==> config.mk <==
export PLATFORM = sky130hd
export DESIGN_NAME = bstc_top
export DESIGN_NICKNAME = d
export VERILOG_FILES = /design/src/hw/bstc_pkg.sv /design/src/hw/bstc_byte_reg.sv /design/src/hw/bstc_top.sv
export SDC_FILE = /design/constraint.sdc
export NUM_CORES = 1
export LEC_CHECK = 0
export ABC_AREA = 1
export BUFFER_PORTS_ARGS = -buffer_cell sky130_fd_sc_hd__clkbuf_2
export CAP_MARGIN = 20
export CORE_MARGIN = 3
export CORE_UTILIZATION = 43
export DETAILED_ROUTE_END_ITERATION = 10
export PLACE_DENSITY = 0.87
export SLEW_MARGIN = 15
export SYNTH_ARGS = -nofsm -noshare
export SYNTH_HDL_FRONTEND = slang
export SYNTH_SLANG_ARGS = --single-unit
==> constraint.sdc <==
create_clock -name mclk -period 1.2 [get_ports mclk]
set_input_delay 0.06 -clock mclk [delete_from_list [all_inputs] [get_ports mclk]]
set_output_delay 0.06 -clock mclk [all_outputs]
set_load 0.05 [all_outputs]
==> src/hw/bstc_pkg.sv <==
package bstc_pkg;
    // window offsets (byte addresses inside the 16-byte i/o window)
    localparam logic [3:0] TCR_OFS = 4'h0;
    localparam logic [3:0] BANK_SEL_OFS = 4'he;
    localparam int NUM_BANKS = 5;
    localparam logic [2:0] BANK_TX_CTRL = 3'h0;
    localparam logic [2:0] BANK_LAST = 3'h4;
    localparam logic [7:0] BSEL_SIGNATURE = 8'h33;
    localparam logic [7:0] EMPTY_BYTE = 8'h33;
    // transmit control field positions
    localparam int TC_TX_ENABLE = 0;
    localparam int TC_LOOP = 1;
    localparam int TC_FORCE_COLLISION = 2;
    localparam int TC_RSV_PAD = 3;
    localparam int TC_PAD_EN = 7;
    localparam int TC_OMIT_FCS = 8;
    localparam int TC_MONCS = 10;
    localparam int TC_FDX = 11;
    localparam int TC_SQE = 12;
    localparam int TC_PHYLOOP = 13;
    localparam int TC_RSV14 = 14;
    localparam int TC_SWITCHED_FULL_DUPLEX = 15;
    // writable bits of the transmit control word
    localparam logic [15:0] TC_WR_MASK = 16'hbd87;
    localparam logic [15:0] TC_RESET = 16'h0000;
    localparam logic [2:0] BANK_RESET = 3'h0;

    // loopback routing point
    typedef enum logic [1:0] {
        BSTC_RT_NETWORK,
        BSTC_RT_ENDEC,
        BSTC_RT_PHY
    } bstc_route_t;

    // host access on the i/o window
    typedef struct packed {
        logic rd;
        logic wr;
        logic [3:0] addr;
        logic [1:0] be;
        logic [15:0] wdata;
    } bstc_hreq_t;

    // settings delivered to the transmit engine
    typedef struct packed {
        logic tx_en;
        logic append_fcs;
        logic pad_short;
        logic full_duplex;
        logic monitor_carrier;
        logic defer_collide;
        logic force_collision;
        logic accept_own;
        logic halt_sqe;
        logic drive_network;
        bstc_route_t route;
    } bstc_txcfg_t;

    // events reported back by the transmit engine
    typedef struct packed {
        logic frame_busy;
        logic collision;
        logic sqe_fail;
        logic carrier_fail;
        logic fatal_error;
    } bstc_txev_t;
endpackage

==> src/hw/bstc_byte_reg.sv <==
module bstc_byte_reg
    import bstc_pkg::*;
#(
    parameter int W = 16,
    parameter logic [15:0] RST_VAL = 16'h0000,
    parameter logic [15:0] WMASK = 16'hffff
)(
    input wire logic mclk, // clock
    input wire logic rst, // sync reset
    input wire logic we, // write strobe
    input wire logic [1:0] be, // byte lanes
    input wire logic [W-1:0] wdata, // write data
    input wire logic [W-1:0] hw_clr, // hardware clear per bit
    output logic [W-1:0] q // stored word
);
    logic [W-1:0] lane_mask;

    // byte lanes widened to bit mask
    always_comb
    begin
        lane_mask = {{8{be[1]}}, {8{be[0]}}};
    end

    // byte-lane write with hardware clear; writes take precedence
    always_ff @(posedge mclk)
    begin
        if (rst)
            q <= RST_VAL;
        else
            q <= ((q & ~hw_clr) & ~(lane_mask & WMASK & {W{we}}))
                | (wdata & lane_mask & WMASK & {W{we}});
    end
endmodule

==> src/hw/bstc_top.sv <==
module bstc_top
    import bstc_pkg::*;
(
    input wire logic mclk, // 125 mhz clock
    input wire logic rst, // sync reset, active high
    input wire logic power_down, // function in power down
    input wire logic wide_bus, // 16-bit bus mode
    input wire bstc_hreq_t hreq, // host access
    input wire logic [15:0] other_rdata, // data from other bank regs
    input wire bstc_txev_t tx_ev, // transmit engine events
    output logic [15:0] rdata, // read data, registered
    output logic rvalid, // read data valid pulse
    output logic [2:0] bank_reg, // active bank code
    output logic bank_valid, // active bank exists
    output logic other_sel, // access goes to other bank regs
    output bstc_txcfg_t txcfg // transmit settings
);
    logic [15:0] tc_q;
    logic [15:0] tc_clr;
    logic tc_we;
    logic bsel_hit;
    logic bsel_we;
    logic [1:0] be_eff;
    logic [15:0] rdata_next;
    logic stop_pending_reg;
    bstc_txcfg_t txcfg_next;

    // code within 0..4 names an existing bank
    function automatic logic bank_exists(input logic [2:0] code);
        bank_exists = (code <= BANK_LAST);
    endfunction

    // byte enables honour 8-bit mode: only one lane at a time
    function automatic logic [1:0] lanes(input logic wide,
                                         input logic [1:0] be,
                                         input logic a0);
        if (wide)
            lanes = be;
        else
            lanes = a0 ? 2'b10 : 2'b01;
    endfunction

    // word select: offset picks even byte, offset plus one odd byte
    always_comb
    begin
        be_eff = lanes(wide_bus, hreq.be, hreq.addr[0]);
        bsel_hit = (hreq.addr[3:1] == BANK_SEL_OFS[3:1])
            && !power_down;
        bsel_we = hreq.wr && bsel_hit && be_eff[0];
        tc_we = hreq.wr && !power_down && !bsel_hit
            && bank_reg == BANK_TX_CTRL
            && hreq.addr[3:1] == TCR_OFS[3:1];
    end

    // routes other offsets of existing banks to the surrounding registers
    always_ff @(posedge mclk)
    begin
        if (rst)
            other_sel <= 1'b0;
        else
            other_sel <= (hreq.rd || hreq.wr) && !power_down && !bsel_hit
                && bank_exists(bank_reg)
                && !(bank_reg == BANK_TX_CTRL
                     && hreq.addr[3:1] == TCR_OFS[3:1]);
    end

    // bank selector; only the low byte holds the code
    always_ff @(posedge mclk)
    begin
        if (rst)
            bank_reg <= BANK_RESET;
        else if (bsel_we)
            bank_reg <= hreq.wdata[2:0];
    end

    always_ff @(posedge mclk)
    begin
        if (rst)
            bank_valid <= 1'b1;
        else if (bsel_we)
            bank_valid <= bank_exists(hreq.wdata[2:0]);
    end

    // hardware clears: force collision after collision, enable on error
    always_comb
    begin
        tc_clr = 16'h0000;
        tc_clr[TC_FORCE_COLLISION] = tx_ev.collision;
        tc_clr[TC_TX_ENABLE] = tx_ev.fatal_error
            || (tx_ev.sqe_fail && tc_q[TC_SQE])
            || (tx_ev.carrier_fail && tc_q[TC_MONCS] && !tc_q[TC_SWITCHED_FULL_DUPLEX]);
    end

    // transmit control word, reserved bits never stored
    bstc_byte_reg #(
        .W(16),
        .RST_VAL(TC_RESET),
        .WMASK(TC_WR_MASK)
    ) u_tx_control (
        .mclk(mclk),
        .rst(rst),
        .we(tc_we),
        .be(be_eff),
        .wdata(hreq.wdata),
        .hw_clr(tc_clr),
        .q(tc_q)
    );

    // enable seen during a frame; keeps a cleared enable until frame ends,
    // so the settings never dip low for a cycle; an error ends it at once
    always_ff @(posedge mclk)
    begin
        if (rst)
            stop_pending_reg <= 1'b0;
        else if (tc_clr[TC_TX_ENABLE])
            stop_pending_reg <= 1'b0;
        else if (tc_q[TC_TX_ENABLE] && tx_ev.frame_busy)
            stop_pending_reg <= 1'b1;
        else if (!tx_ev.frame_busy)
            stop_pending_reg <= 1'b0;
    end

    // derived transmit settings
    always_comb
    begin
        txcfg_next = '0;
        txcfg_next.tx_en = tc_q[TC_TX_ENABLE]
            || (stop_pending_reg && tx_ev.frame_busy
                && !tc_clr[TC_TX_ENABLE]);
        txcfg_next.append_fcs = !tc_q[TC_OMIT_FCS];
        txcfg_next.pad_short = tc_q[TC_PAD_EN];
        txcfg_next.full_duplex = tc_q[TC_FDX] || tc_q[TC_SWITCHED_FULL_DUPLEX];
        txcfg_next.monitor_carrier = tc_q[TC_MONCS]
            && !tc_q[TC_SWITCHED_FULL_DUPLEX]
            && !tc_q[TC_PHYLOOP] && !tc_q[TC_LOOP];
        txcfg_next.defer_collide = !tc_q[TC_SWITCHED_FULL_DUPLEX]
            && !tc_q[TC_LOOP] && !tc_q[TC_PHYLOOP];
        txcfg_next.force_collision = tc_q[TC_FORCE_COLLISION];
        txcfg_next.accept_own = tc_q[TC_FDX] || tc_q[TC_SWITCHED_FULL_DUPLEX];
        txcfg_next.halt_sqe = tc_q[TC_SQE] && !tc_q[TC_SWITCHED_FULL_DUPLEX];
        if (tc_q[TC_PHYLOOP])
            txcfg_next.route = BSTC_RT_PHY;
        else if (tc_q[TC_LOOP])
            txcfg_next.route = BSTC_RT_ENDEC;
        else
            txcfg_next.route = BSTC_RT_NETWORK;
        txcfg_next.drive_network =
            (txcfg_next.route == BSTC_RT_NETWORK);
    end

    always_ff @(posedge mclk)
    begin
        if (rst)
            txcfg <= '0;
        else
            txcfg <= txcfg_next;
    end

    // read mux: selector, transmit control, empty bank or others
    always_comb
    begin
        rdata_next = 16'h0000;
        if (bsel_hit)
            rdata_next = {BSEL_SIGNATURE, 5'h00, bank_reg};
        else if (!bank_exists(bank_reg))
            rdata_next = {EMPTY_BYTE, EMPTY_BYTE};
        else if (bank_reg == BANK_TX_CTRL && hreq.addr[3:1] == TCR_OFS[3:1])
            rdata_next = tc_q;
        else
            rdata_next = other_rdata;
        // odd byte in 8-bit mode moves to the low lane
        if (!wide_bus && hreq.addr[0])
            rdata_next = {8'h00, rdata_next[15:8]};
        if (power_down)
            rdata_next = 16'h0000;
    end

    always_ff @(posedge mclk)
    begin
        if (rst)
            rdata <= 16'h0000;
        else if (hreq.rd)
            rdata <= rdata_next;
    end

    always_ff @(posedge mclk)
    begin
        if (rst)
            rvalid <= 1'b0;
        else
            rvalid <= hreq.rd && !power_down;
    end
endmodule

==> impl_results.md, run 1 <==
* CTS tree: built
* Gr ovfl total at 0
* Crit path max-delay cell type: dfxtp_4
* Htree depth at 2
* Max FFs per register at 16
* Crit path DAT at between 1.5 and 2 ns
* Max Clk Rate at slightly above 700 MHz
* Mapped Cells at about 270
* Vias in the first global route at approximately 2,000
* Final Net Count at 429
* Gr usage total at 22.10%
* Detail Placement HPWL at 4332 um
* Initial antenna violation count at 0
* Asr flop ratio synth at 0%
* Post-synth top area share at 44.47%
* Post-synthesis area per instance at ~7.3 um^2
* Final Hold Vio Count at 0
* Register-to-register setup slack at -0.22 ns
* Worst hold path class: in2reg
* Synth Register Bits at between 40 and 50
* Final non-filler cell total at 433
* DP Cell Count at just over 400
* Leak Pwr at ~1.4 nW
* Critical path cell sequence: nor2_4, nand3_2, buf_12, nand2_1, nand3_1, nand2_1, nand2_1, a21oi_2
* # fillers at 330
* Yosys Warn Count at 0
* Setup TNS Final at -2.857 ns
* Largest regs: rdata x16, txcfg x11, u_tx_control.q x10
* Multi-input logic area at approximately 1100 um^2
* Crit path top cell by count: nand2_1
* Post-route ant nets at 0
* Clk_skew at about 0.0086 ns
* Clk sinks at 44
* Post-synth EDFFs at 0
* Prevailing post-synth register cell: dfxtp_1
* NetSw at slightly below 0.001 W
* Cell taking the most area after synthesis: dfxtp_1
* PortBufs at 76
* Top cells by count, synth: nand2_1, dfxtp_1, nor2_1
* CTS Buffer Depth at 2
* Clock latency on the worst-skew pair at about 0.31 ns
* Syn_nets at roughly 320
* Routability cong. at ~0.92
* CP Buf/Inv Count at 1
* Synth cell types at 31
* Die H at around 74 um
* Clock power share at a little over a third
* Seq pwr share at between 40% and 50%
* Switching share of power at 29.22%
* Diode count at 0
* Largest net degree at the start of global routing at 24
* Final period util at 117.9%
* Fin worst setup slack at -0.2153 ns
* Top-count cell post-synth: nand2_1
* Slew @ Worst Pin at about 0.36 ns
* Logic pwr share at about 18%
* Cell-internal power at 0.002331 W
* Post-Syn Area at about 2000 um^2
* CP required at ~1.5 ns
* Wire length per cell at around 15 um
* First-pass GRT wire length at 9149 um
* Crit path kind: reg2reg
* Core Area at ~4400 um^2
* Family with the most delay on the worst path: simple AND/OR/NAND/NOR gates
* Max-slew headroom at between 70 and 80%
* Sequential Area at 892.1 um^2
* Vias at 2,289
* Pwr/cell area at around 1100 nW/um^2
* Row count at 24
* Vias/cell at 5.286
* Minimum clock period at 1.415 ns
* Worst vdd ir at just under 0.5 mV
* 1st-iter DRT viols at 225
* Final setup viols at 25
* Final slew viol count at 0
* Largest Register: rdata
* Initial cell density of the core at between 40% and 50%
* Die Area at 5457 um^2
* CTS clk-pin slew, worst paths at roughly 0.090 ns
* Critical Path Start Type: register
* Violated checks: negative setup slack
* Worst-path maximum fanout at 22
* Critical path's largest stage delay at between 0.3 and 0.4 ns
* Area grow syn2layout at 49.59%
* Crit. End Element: register
* IO Pins at between 80 and 90
* Register area share after synthesis at 44.47%
* CTS Root Cell: clkbuf_8
* Layout cells sized above 1 at 43.31%
* Die Wd at roughly 74 um
* Post-route DRC violation count at 0
* Status: complete, but fails checks
* WL final at roughly 6600 um
* Top post-synthesis cells by area: dfxtp_1, nand2_1, nor2_1, a21oi_1, inv_1
* RSZ-0062 raised after global routing: true
* Max_cap viols at 0
* Drt first pass iters at 5
* Total CTS buffers at 5
==> placed cells by master (no fill, tap or decap), types with 2 or more instances in the layout <==
master,instances
clkbuf_2,75
nand2_1,64
dfxtp_1,41
nor2_1,33
inv_1,21
buf_4,20
a21oi_1,14
nand2_2,10
o21ai_1,8
nand4_1,8
a21oi_2,7
o21ai_0,7
nor2_2,6
o21ai_2,6
nor2_4,5
nand3_1,5
clkbuf_8,5
dlygate4sd3_1,5
buf_6,5
inv_2,4
dfxtp_4,3
buf_12,3
nand3_2,2
nor3_2,2
nor3_1,2
a21boi_1,2
==> area by class of cell <==
class / count / share of cell area (%)
Multi-Input combinational cell: 193 / 36.11
Clock inverter: 3 / 1.563
Inverter: 27 / 3.505
Clock buffer: 5 / 2.323
Timing Repair Buffer: 109 / 24.20
Tap cell: 52 / 2.196
Sequential cell: 44 / 30.11
==> cells by family (layout without fill, tap and decap cells) <==
logic type | count (synthesis) | in the layout | synth area share, %
compound gates | 51 | 51 | 15.16
flops | 44 | 44 | 44.47
buf+inv | 35 | 144 | 7.960
simple gates | 142 | 142 | 32.41
==> worst reg2reg max path: cells and delay by family, from the launching register on <==
kind                   cells  cell delay [ns]
and+or+nand+nor            6             0.71
AOI/OAI and AO/OA          1             0.11
DFF                        1             0.36
buffers and inverters      1             0.18
==> metal layers <==
metal / wire length [um] / vias up / share of wire [%] / global-route usage, %
met5: 0 / - / 0 / 0
li1: - / 1098 / - / -
met3: 531 / 30 / 8.0 / 5.062
met4: 284 / 0 / 4.3 / 12.07
met1: 2578 / 1026 / 39 / 27.62
met2: 3209 / 135 / 49 / 34.94
==> repair_timing <==
| item | 4_1_cts | 5_1_grt |
|---|---|---|
| pin swaps | 3 | 4 |
| setup endpoints to repair | 26 | 26 |
| buffers inserted | 4 | 2 |
| gates resized for setup | 11 | 30 |
| hold buffers | 5 | 0 |
| endpoints found under the hold margin | 5 | 0 |
| gates cloned | 0 | 1 |
==> worst paths after layout <==
kind / cells after the start / to / startpoint
setup / recovery: 8 / rdata[3] / bank_reg[1]
hold / removal: 3 / u_tx_control.q[11] / hreq[11]
setup reg to reg: 8 / rdata[3] / bank_reg[1]
hold reg to reg: 1 / txcfg[6] / u_tx_control.q[1]
==> per-stage QoR <==
step | util, % | total power, W | setup slack (ns) | hold slack [ns] | instance area (um^2)
floorplan | - | 0.001865 | -0.1274 | 0.1291 | 1994
global route | 67.12 | 0.003396 | -0.2724 | 0.02017 | 2963
finish | 67.12 | 0.003293 | -0.2153 | 0.003418 | 2963
global placement | 58.19 | 0.002045 | -0.08827 | 0.2872 | 2569
CTS | 63.86 | 0.003230 | -0.1125 | 0.009740 | 2819
detailed placement | 58.19 | 0.002057 | -0.1340 | 0.2944 | 2569
==> power groups by stage <==
stage | registers (W) | logic (W) | clock network (W)
finish | 0.00151 | 0.000603 | 0.00118
global route | 0.00152 | 0.000643 | 0.00124
CTS | 0.00151 | 0.000544 | 0.00117
detailed placement | 0.00155 | 0.000511 | 0
global placement | 0.00155 | 0.000499 | 0
floorplan | 0.00167 | 0.000195 | 0
No activity file was read; power rests on OpenSTA's default activity.
==> run 2: changes to the inputs <==
Settings changed: CORE_UTILIZATION 43 to 51, PLACE_DENSITY 0.87 to 0.95.
Clock period 1.2 ns to 1.7 ns, I/O delays scaled along.
==> run 2 against run 1 <==
Compared with the run above:
- the flow now finishes without violations
- critical path depth unchanged
- sequential share of layout area up 5.0 points
- die area down 14%
- critical path type unchanged
- largest power group unchanged
==> impl_results.md, run 2 (same netlist as run 1, synthesis figures left out) <==
* CP Buf/Inv Count at 1 (unchanged)
* Max FFs per register at 16 (unchanged)
* Largest Register: rdata
* Status: complete, no violations
* Cell count along the critical path at 8 (unchanged)
* Sequential Area at 880.8 um^2 (-1.3%)
* Leading cell type in the layout, fill and taps excluded: clkbuf_2
* Clock latency on the worst-skew pair at 0.30 ns (about the same)
* Setup TNS Final at 0 ns (+2.857 ns)
* Worst setup path endpoint: rdata[0]
* Vias at 2,061 (-10%)
* Final setup viols at 0 (-100%)
* Post-CTS Resized at 0 (-11)
* Critical path's largest stage delay at 0.38 ns (+0.02 ns)
* Final period util at 90.28% (-28 points)
* RSZ-0062 raised after global routing: false
* Post-route ant nets at 0 (unchanged)
* WL final at 5180 um (-22%)
* Die Area at 4668 um^2 (-14%)
* Gr usage total at 22.63% (+0.53 points)
* Leak Pwr at 1.250 nW (-13%)
* Largest net degree at the start of global routing at 24 (unchanged)
* Fin util at 67.51% (+0.39 points)
* RR Startpoint: bank_reg[0]
* Crit. End Element: register
* Post-route DRC violation count at 0 (unchanged)
* Htree depth at 2 (unchanged)
* Worst-path maximum fanout at 13 (-41%)
* CTS tree: built
* Switching share of power at 27.00% (-2.2 points)
* Cell-internal power at 0.001643 W (-30%)
* Row count at 22 (-8.3%)
* Fin worst setup slack at 0.1653 ns (+0.3806 ns)
* Wire length per cell at 12.98 um (-15%)
* Vias in the first global route at 1,798 (-12%)
* Clock power share at 37.2% (+1.5 points)
* Register-to-register setup slack at 0.17 ns (+0.38 ns)
* Minimum clock period at 1.535 ns (+0.1194 ns)
* Clk_skew at 0.01125 ns (+0.002613 ns)
* Die H at 68.32 um (-7.5%)
* Diode count at 0 (unchanged)
* Crit path DAT at 1.73 ns (+0.06 ns)
* Initial cell density of the core at 53.30% (+8.4 points)
* Logic pwr share at 15.2% (-3.1 points)
* Critical Path Start Type: register
* Crit path max-delay cell type: dfxtp_1
* Crit. Startpoint: bank_reg[0]
* Reg2Reg Depth at 8 (unchanged)
* Final non-filler cell total at 399 (-7.9%)
* Routability cong. at 0.9187 (+0.35%)
* Setup Buffers After CTS at 0 (-4)
* Crit path kind: reg2reg
* Detail Placement HPWL at 3911 um (-9.7%)
* Max Clk Rate at 651.6 MHz (-7.8%)
* First-pass GRT wire length at 7859 um (-14%)
* Pwr/cell area at 897.2 nW/um^2 (-19%)
* Initial antenna violation count at 0 (unchanged)
* Area grow syn2layout at 26.66%
* Vias/cell at 5.165 (-2.3%)
* Clk sinks at 44 (unchanged)
* Critical path cell sequence: nor2_4, nor2_2, nor2_4, nand3_1, nand2_1, nand3_1, nand2_1, inv_1
* Multi-input logic area at 942.2 um^2 (-12%)
* Slew @ Worst Pin at 0.4768 ns (+0.1177 ns)
* Worst Hold Launch: hreq[12]
* Final Net Count at 399 (-7.0%)
* 1st-iter DRT viols at 131 (-42%)
* DP Cell Count at 391 (-5.8%)
* Worst vdd ir at 0.5180 mV (+5.6%)
* Min Hold Slack at 0.01311 ns (+0.009688 ns)
* CTS clk-pin slew, worst paths at 0.09 ns (about the same)
* Worst hold path class: in2reg
* Reg2reg end: rdata[0]
* CP required at 1.90 ns (+0.44 ns)
* CTS Root Cell: clkbuf_8
* Family with the most delay on the worst path: simple AND/OR/NAND/NOR gates
* Seq pwr share at 47.6% (+1.6 points)
* CTS Buffer Depth at 2 (unchanged)
* Max_cap viols at 0 (unchanged)
* Largest regs: rdata x16, txcfg x11, u_tx_control.q x10
* # fillers at 305 (-7.6%)
* Drt first pass iters at 4 (-1)
* NetSw at 0.0006078 W (-37%)
* Core Area at 3716 um^2 (-16%)
* Worst slack at placement at 0.2116 ns (+0.3455 ns)
* Most frequent cells in the layout: clkbuf_2, nand2_1, dfxtp_1
* Layout cells sized above 1 at 31.05% (-12 points)
* Final Hold Vio Count at 0 (unchanged)
* Final slew viol count at 0 (unchanged)
* # hold bufs at CTS at 0 (-5)
* IO Pins at 83 (unchanged)
* Gr ovfl total at 0 (unchanged)
* Max-slew headroom at 68.18% (-7.9 points)
* PortBufs at 76 (unchanged)
* Total CTS buffers at 5 (unchanged)
* Die Wd at 68.32 um (-7.5%)
==> run 2: changes by cell type in the layout (fill, tap and decap cells not counted), sizes merged <==
cell         delta
buf            -25
clkbuf          +1
clkinv          +1
clkinvlp        -1
dlygate4sd3     -5
inv             -1
==> run 2: per-layer routing <==
metal | up-vias | global-route usage [%] | share of wire [%]
li1 | 1040 | - | -
met1 | 915 | 25.99 | 40
met2 | 94 | 38.27 | 48
met3 | 12 | 7.553 | 9.4
met4 | 0 | 9.429 | 2.2
met5 | - | 0 | 0
==> run 2: worst min path at each step <==
stage,to,slack [ns],cells past startpoint
floorplan,rdata[10],0.15,1
global placement,u_tx_control.q[10],0.31,3
detailed placement,u_tx_control.q[12],0.32,3
CTS,u_tx_control.q[12],0.008,3
global route,u_tx_control.q[12],0.03,3
finish,u_tx_control.q[12],0.01,3
==> run 2: stage by stage <==
step / instance area [um^2] / power (W)
2_1_floorplan: 1981 / 0.001320
3_3_place_gp: 2387 / 0.001424
3_5_place_dp: 2387 / 0.001432
4_1_cts: 2509 / 0.002259
5_1_grt: 2509 / 0.002323
6_report: 2509 / 0.002251
==> run 2: cell type report <==
cell class              instances  share of cell area (%)
flip-flops and latches         44                   35.11
multi-input cells             193                   37.56
repair buffers                 79                   16.06
well taps                      48                   2.394
inverters                      27                   4.040
clock buffers                   6                   3.292
clock inverters                 2                   1.546
==> run 2: worst reg2reg max path, cell delays in order, from the launching register on <==
cell	delay, ns
dfxtp_1	0.38
nor2_4	0.26
nor2_2	0.09
nor2_4	0.29
nand3_1	0.15
nand2_1	0.08
nand3_1	0.07
nand2_1	0.06
inv_1	0.04
==> run 2: power groups by stage <==
stage | clock network (W) | logic [W] | registers (W)
floorplan | 0 | 0.000137 | 0.00118
global placement | 0 | 0.000329 | 0.00110
detailed placement | 0 | 0.000335 | 0.00110
CTS | 0.000849 | 0.000339 | 0.00107
global route | 0.000879 | 0.000370 | 0.00107
finish | 0.000838 | 0.000341 | 0.00107
==> run 3: changes to the inputs <==
Settings changed: CORE_UTILIZATION 51 to 53, CTS_BUF_LIST set to sky130_fd_sc_hd__clkbuf_2 sky130_fd_sc_hd__clkbuf_4 sky130_fd_sc_hd__clkbuf_8, HOLD_SLACK_MARGIN set to 0.03.
==> run 3 against run 2 <==
Compared with the run above:
- wire length increased by 5.2%
- non-clock buffer count increased by 9
- largest cell class unchanged
- worst hold slack improved by 0.018 ns
- first-iteration DRC count increased by 25%
- combinational power increased by 5.9%
- die area decreased by 3.5%
- highest routed layer unchanged
- sequential share of layout area decreased by 1.2 points
- critical path type unchanged
==> impl_results.md, run 3 (same netlist as run 1, synthesis figures left out) <==
* Status: complete, no violations
* Largest regs: rdata x16, txcfg x11, u_tx_control.q x10
* Final non-filler cell total at 406 (+1.8%)
* Diode count at 0 (unchanged)
* Final slew viol count at 0 (unchanged)
* Most frequent cells in the layout: clkbuf_2, nand2_1, dfxtp_1
* Minimum clock period at 1.522 ns (-0.01294 ns)
* Die Area at 4506 um^2 (-3.5%)
* Critical Path Start Type: register
* PortBufs at 76 (unchanged)
* Worst Hold End: u_tx_control.q[13]
* Hold Path Cell Cnt at 3 (unchanged)
* Final Hold Vio Count at 0 (unchanged)
* Max FFs per register at 16 (unchanged)
* Max-slew headroom at 75.46% (+7.3 points)
* CTS tree: built
* Fin worst setup slack at 0.1783 ns (+0.01294 ns)
* Setup TNS Final at 0 ns (unchanged)
* Crit path DAT at 1.71 ns (-0.02 ns)
* Leading cell type in the layout, fill and taps excluded: clkbuf_2
* Total CTS buffers at 5 (unchanged)
* DP Cell Count at 391 (unchanged)
* Reg2Reg Depth at 7 (-1)
* Area grow syn2layout at 31.21%
* Slew @ Worst Pin at 0.3642 ns (-0.1126 ns)
* Wire length per cell at 13.42 um (+3.3%)
* Initial antenna violation count at 0 (unchanged)
* Max Clk Rate at 657.1 MHz (+0.85%)
* Layout cells sized above 1 at 30.83% (-0.22 points)
* IO Pins at 83 (unchanged)
* Clk sinks at 44 (unchanged)
* CP required at 1.89 ns (about the same)
* # fillers at 267 (-12%)
* Clk_skew at 0.01303 ns (+0.001784 ns)
* CTS clk-pin slew, worst paths at 0.09 ns (about the same)
* Final setup viols at 0 (unchanged)
* Clock latency on the worst-skew pair at 0.31 ns (about the same)
* Final period util at 89.51% (-0.76 points)
* Largest Register: rdata
* Max_cap viols at 0 (unchanged)
* Worst Hold Launch: hreq[13]
* Reg2reg end: u_tx_control.q[7]
* RR Startpoint: bank_reg[2]
* Multi-input logic area at 949.7 um^2 (+0.80%)
* Row count at 21 (-4.5%)
* Initial cell density of the core at 57.11% (+3.8 points)
* Worst slack at placement at 0.1099 ns (-0.1017 ns)
* CTS Root Cell: clkbuf_8
* Gr ovfl total at 0 (unchanged)
* Htree depth at 2 (unchanged)
* Worst vdd ir at 0.6608 mV (+28%)
* Die H at 67.13 um (-1.7%)
* Vias in the first global route at 1,931 (+7.4%)
* CTS Buffer Depth at 2 (unchanged)
* Post-route ant nets at 0 (unchanged)
* Die Wd at 67.13 um (-1.7%)
* Vias at 2,141 (+3.9%)
* First-pass GRT wire length at 8362 um (+6.4%)
* WL final at 5447 um (+5.2%)
* Leak Pwr at 1.290 nW (+3.2%)
* Post-route DRC violation count at 0 (unchanged)
* RSZ-0062 raised after global routing: false
* Worst-path maximum fanout at 6 (-7)
* Pwr/cell area at 872.7 nW/um^2 (-2.7%)
* Largest net degree at the start of global routing at 24 (unchanged)
* Core Area at 3468 um^2 (-6.7%)
* Final Net Count at 408 (+2.3%)
* 1st-iter DRT viols at 164 (+25%)
* Worst hold path class: in2reg
* Register-to-register setup slack at 0.18 ns (about the same)
* Vias/cell at 5.273 (+2.1%)
* Crit. End Element: register
* Crit path kind: reg2reg
* Gr usage total at 24.89% (+2.3 points)
* Sequential Area at 880.8 um^2 (unchanged)
* Routability cong. at 0.8736 (-4.9%)
* Drt first pass iters at 4 (unchanged)
* Detail Placement HPWL at 3924 um (+0.34%)
run 3: worst max path at each step:
stage | startpoint | endpoint | depth (start not counted)
final | bank_reg[2] | u_tx_control.q[7] | 7
after global routing | bank_reg[0] | rdata[6] | 7
after CTS | bank_reg[0] | rdata[3] | 8
after detailed placement | bank_reg[0] | rdata[1] | 7
after global placement | bank_reg[0] | rdata[1] | 7
after floorplan | bank_reg[2] | rdata[7] | 8
run 3: layer usage:
metal  up-vias  GRT usage, %  part of all wire [%]
met4         0         15.19                   4.1
met5         -             0                     0
met1       956         30.80                    41
li1       1051             -                     -
met3        22         4.992                   8.5
met2       112         39.75                    47
run 3: final cells by class:
class,instances,area share (%)
Multi-Input combinational cell,193,36.54
Sequential cell,44,33.90
Timing Repair Buffer,88,18.78
Inverter,27,3.900
Clock buffer,6,3.178
Tap cell,46,2.215
Clock inverter,2,1.493
run 3: repair_timing:
action	4_1_cts	5_1_grt
hold endpoints to repair	7	0
resized for setup	0	1
endpoints found under the setup margin	0	4
hold buffers	7	0
setup buffers	0	0
run 3: per-stage QoR:
step           hold slack [ns]  area (um^2)  power (W)  util [%]
5_1_grt                0.04003         2599   0.002352     74.93
3_5_place_dp            0.3352         2400   0.001434     69.19
6_report               0.03150         2599   0.002268     74.93
3_3_place_gp            0.3135         2400   0.001427     69.19
2_1_floorplan           0.1541         1981   0.001320         -
4_1_cts                0.03364         2591   0.002265     74.71
run 3: critical path: stages (launching register included):
cell     delay, ns
dfxtp_1       0.39
nor2_4        0.17
buf_4         0.16
nand4_2       0.15
nor2_1        0.24
inv_2         0.11
o21ai_1       0.13
a21oi_1       0.06
run 3: power by group:
part | switching (W) | internal, W | leakage [nW] | total (W)
combinational | 0.000242 | 0.000119 | 0.871 | 0.000361
clock | 0.000355 | 0.000480 | 0.0614 | 0.000835
sequential | 0.0000139 | 0.00106 | 0.358 | 0.00107
total | 0.000611 | 0.00166 | 1.29 | 0.00227
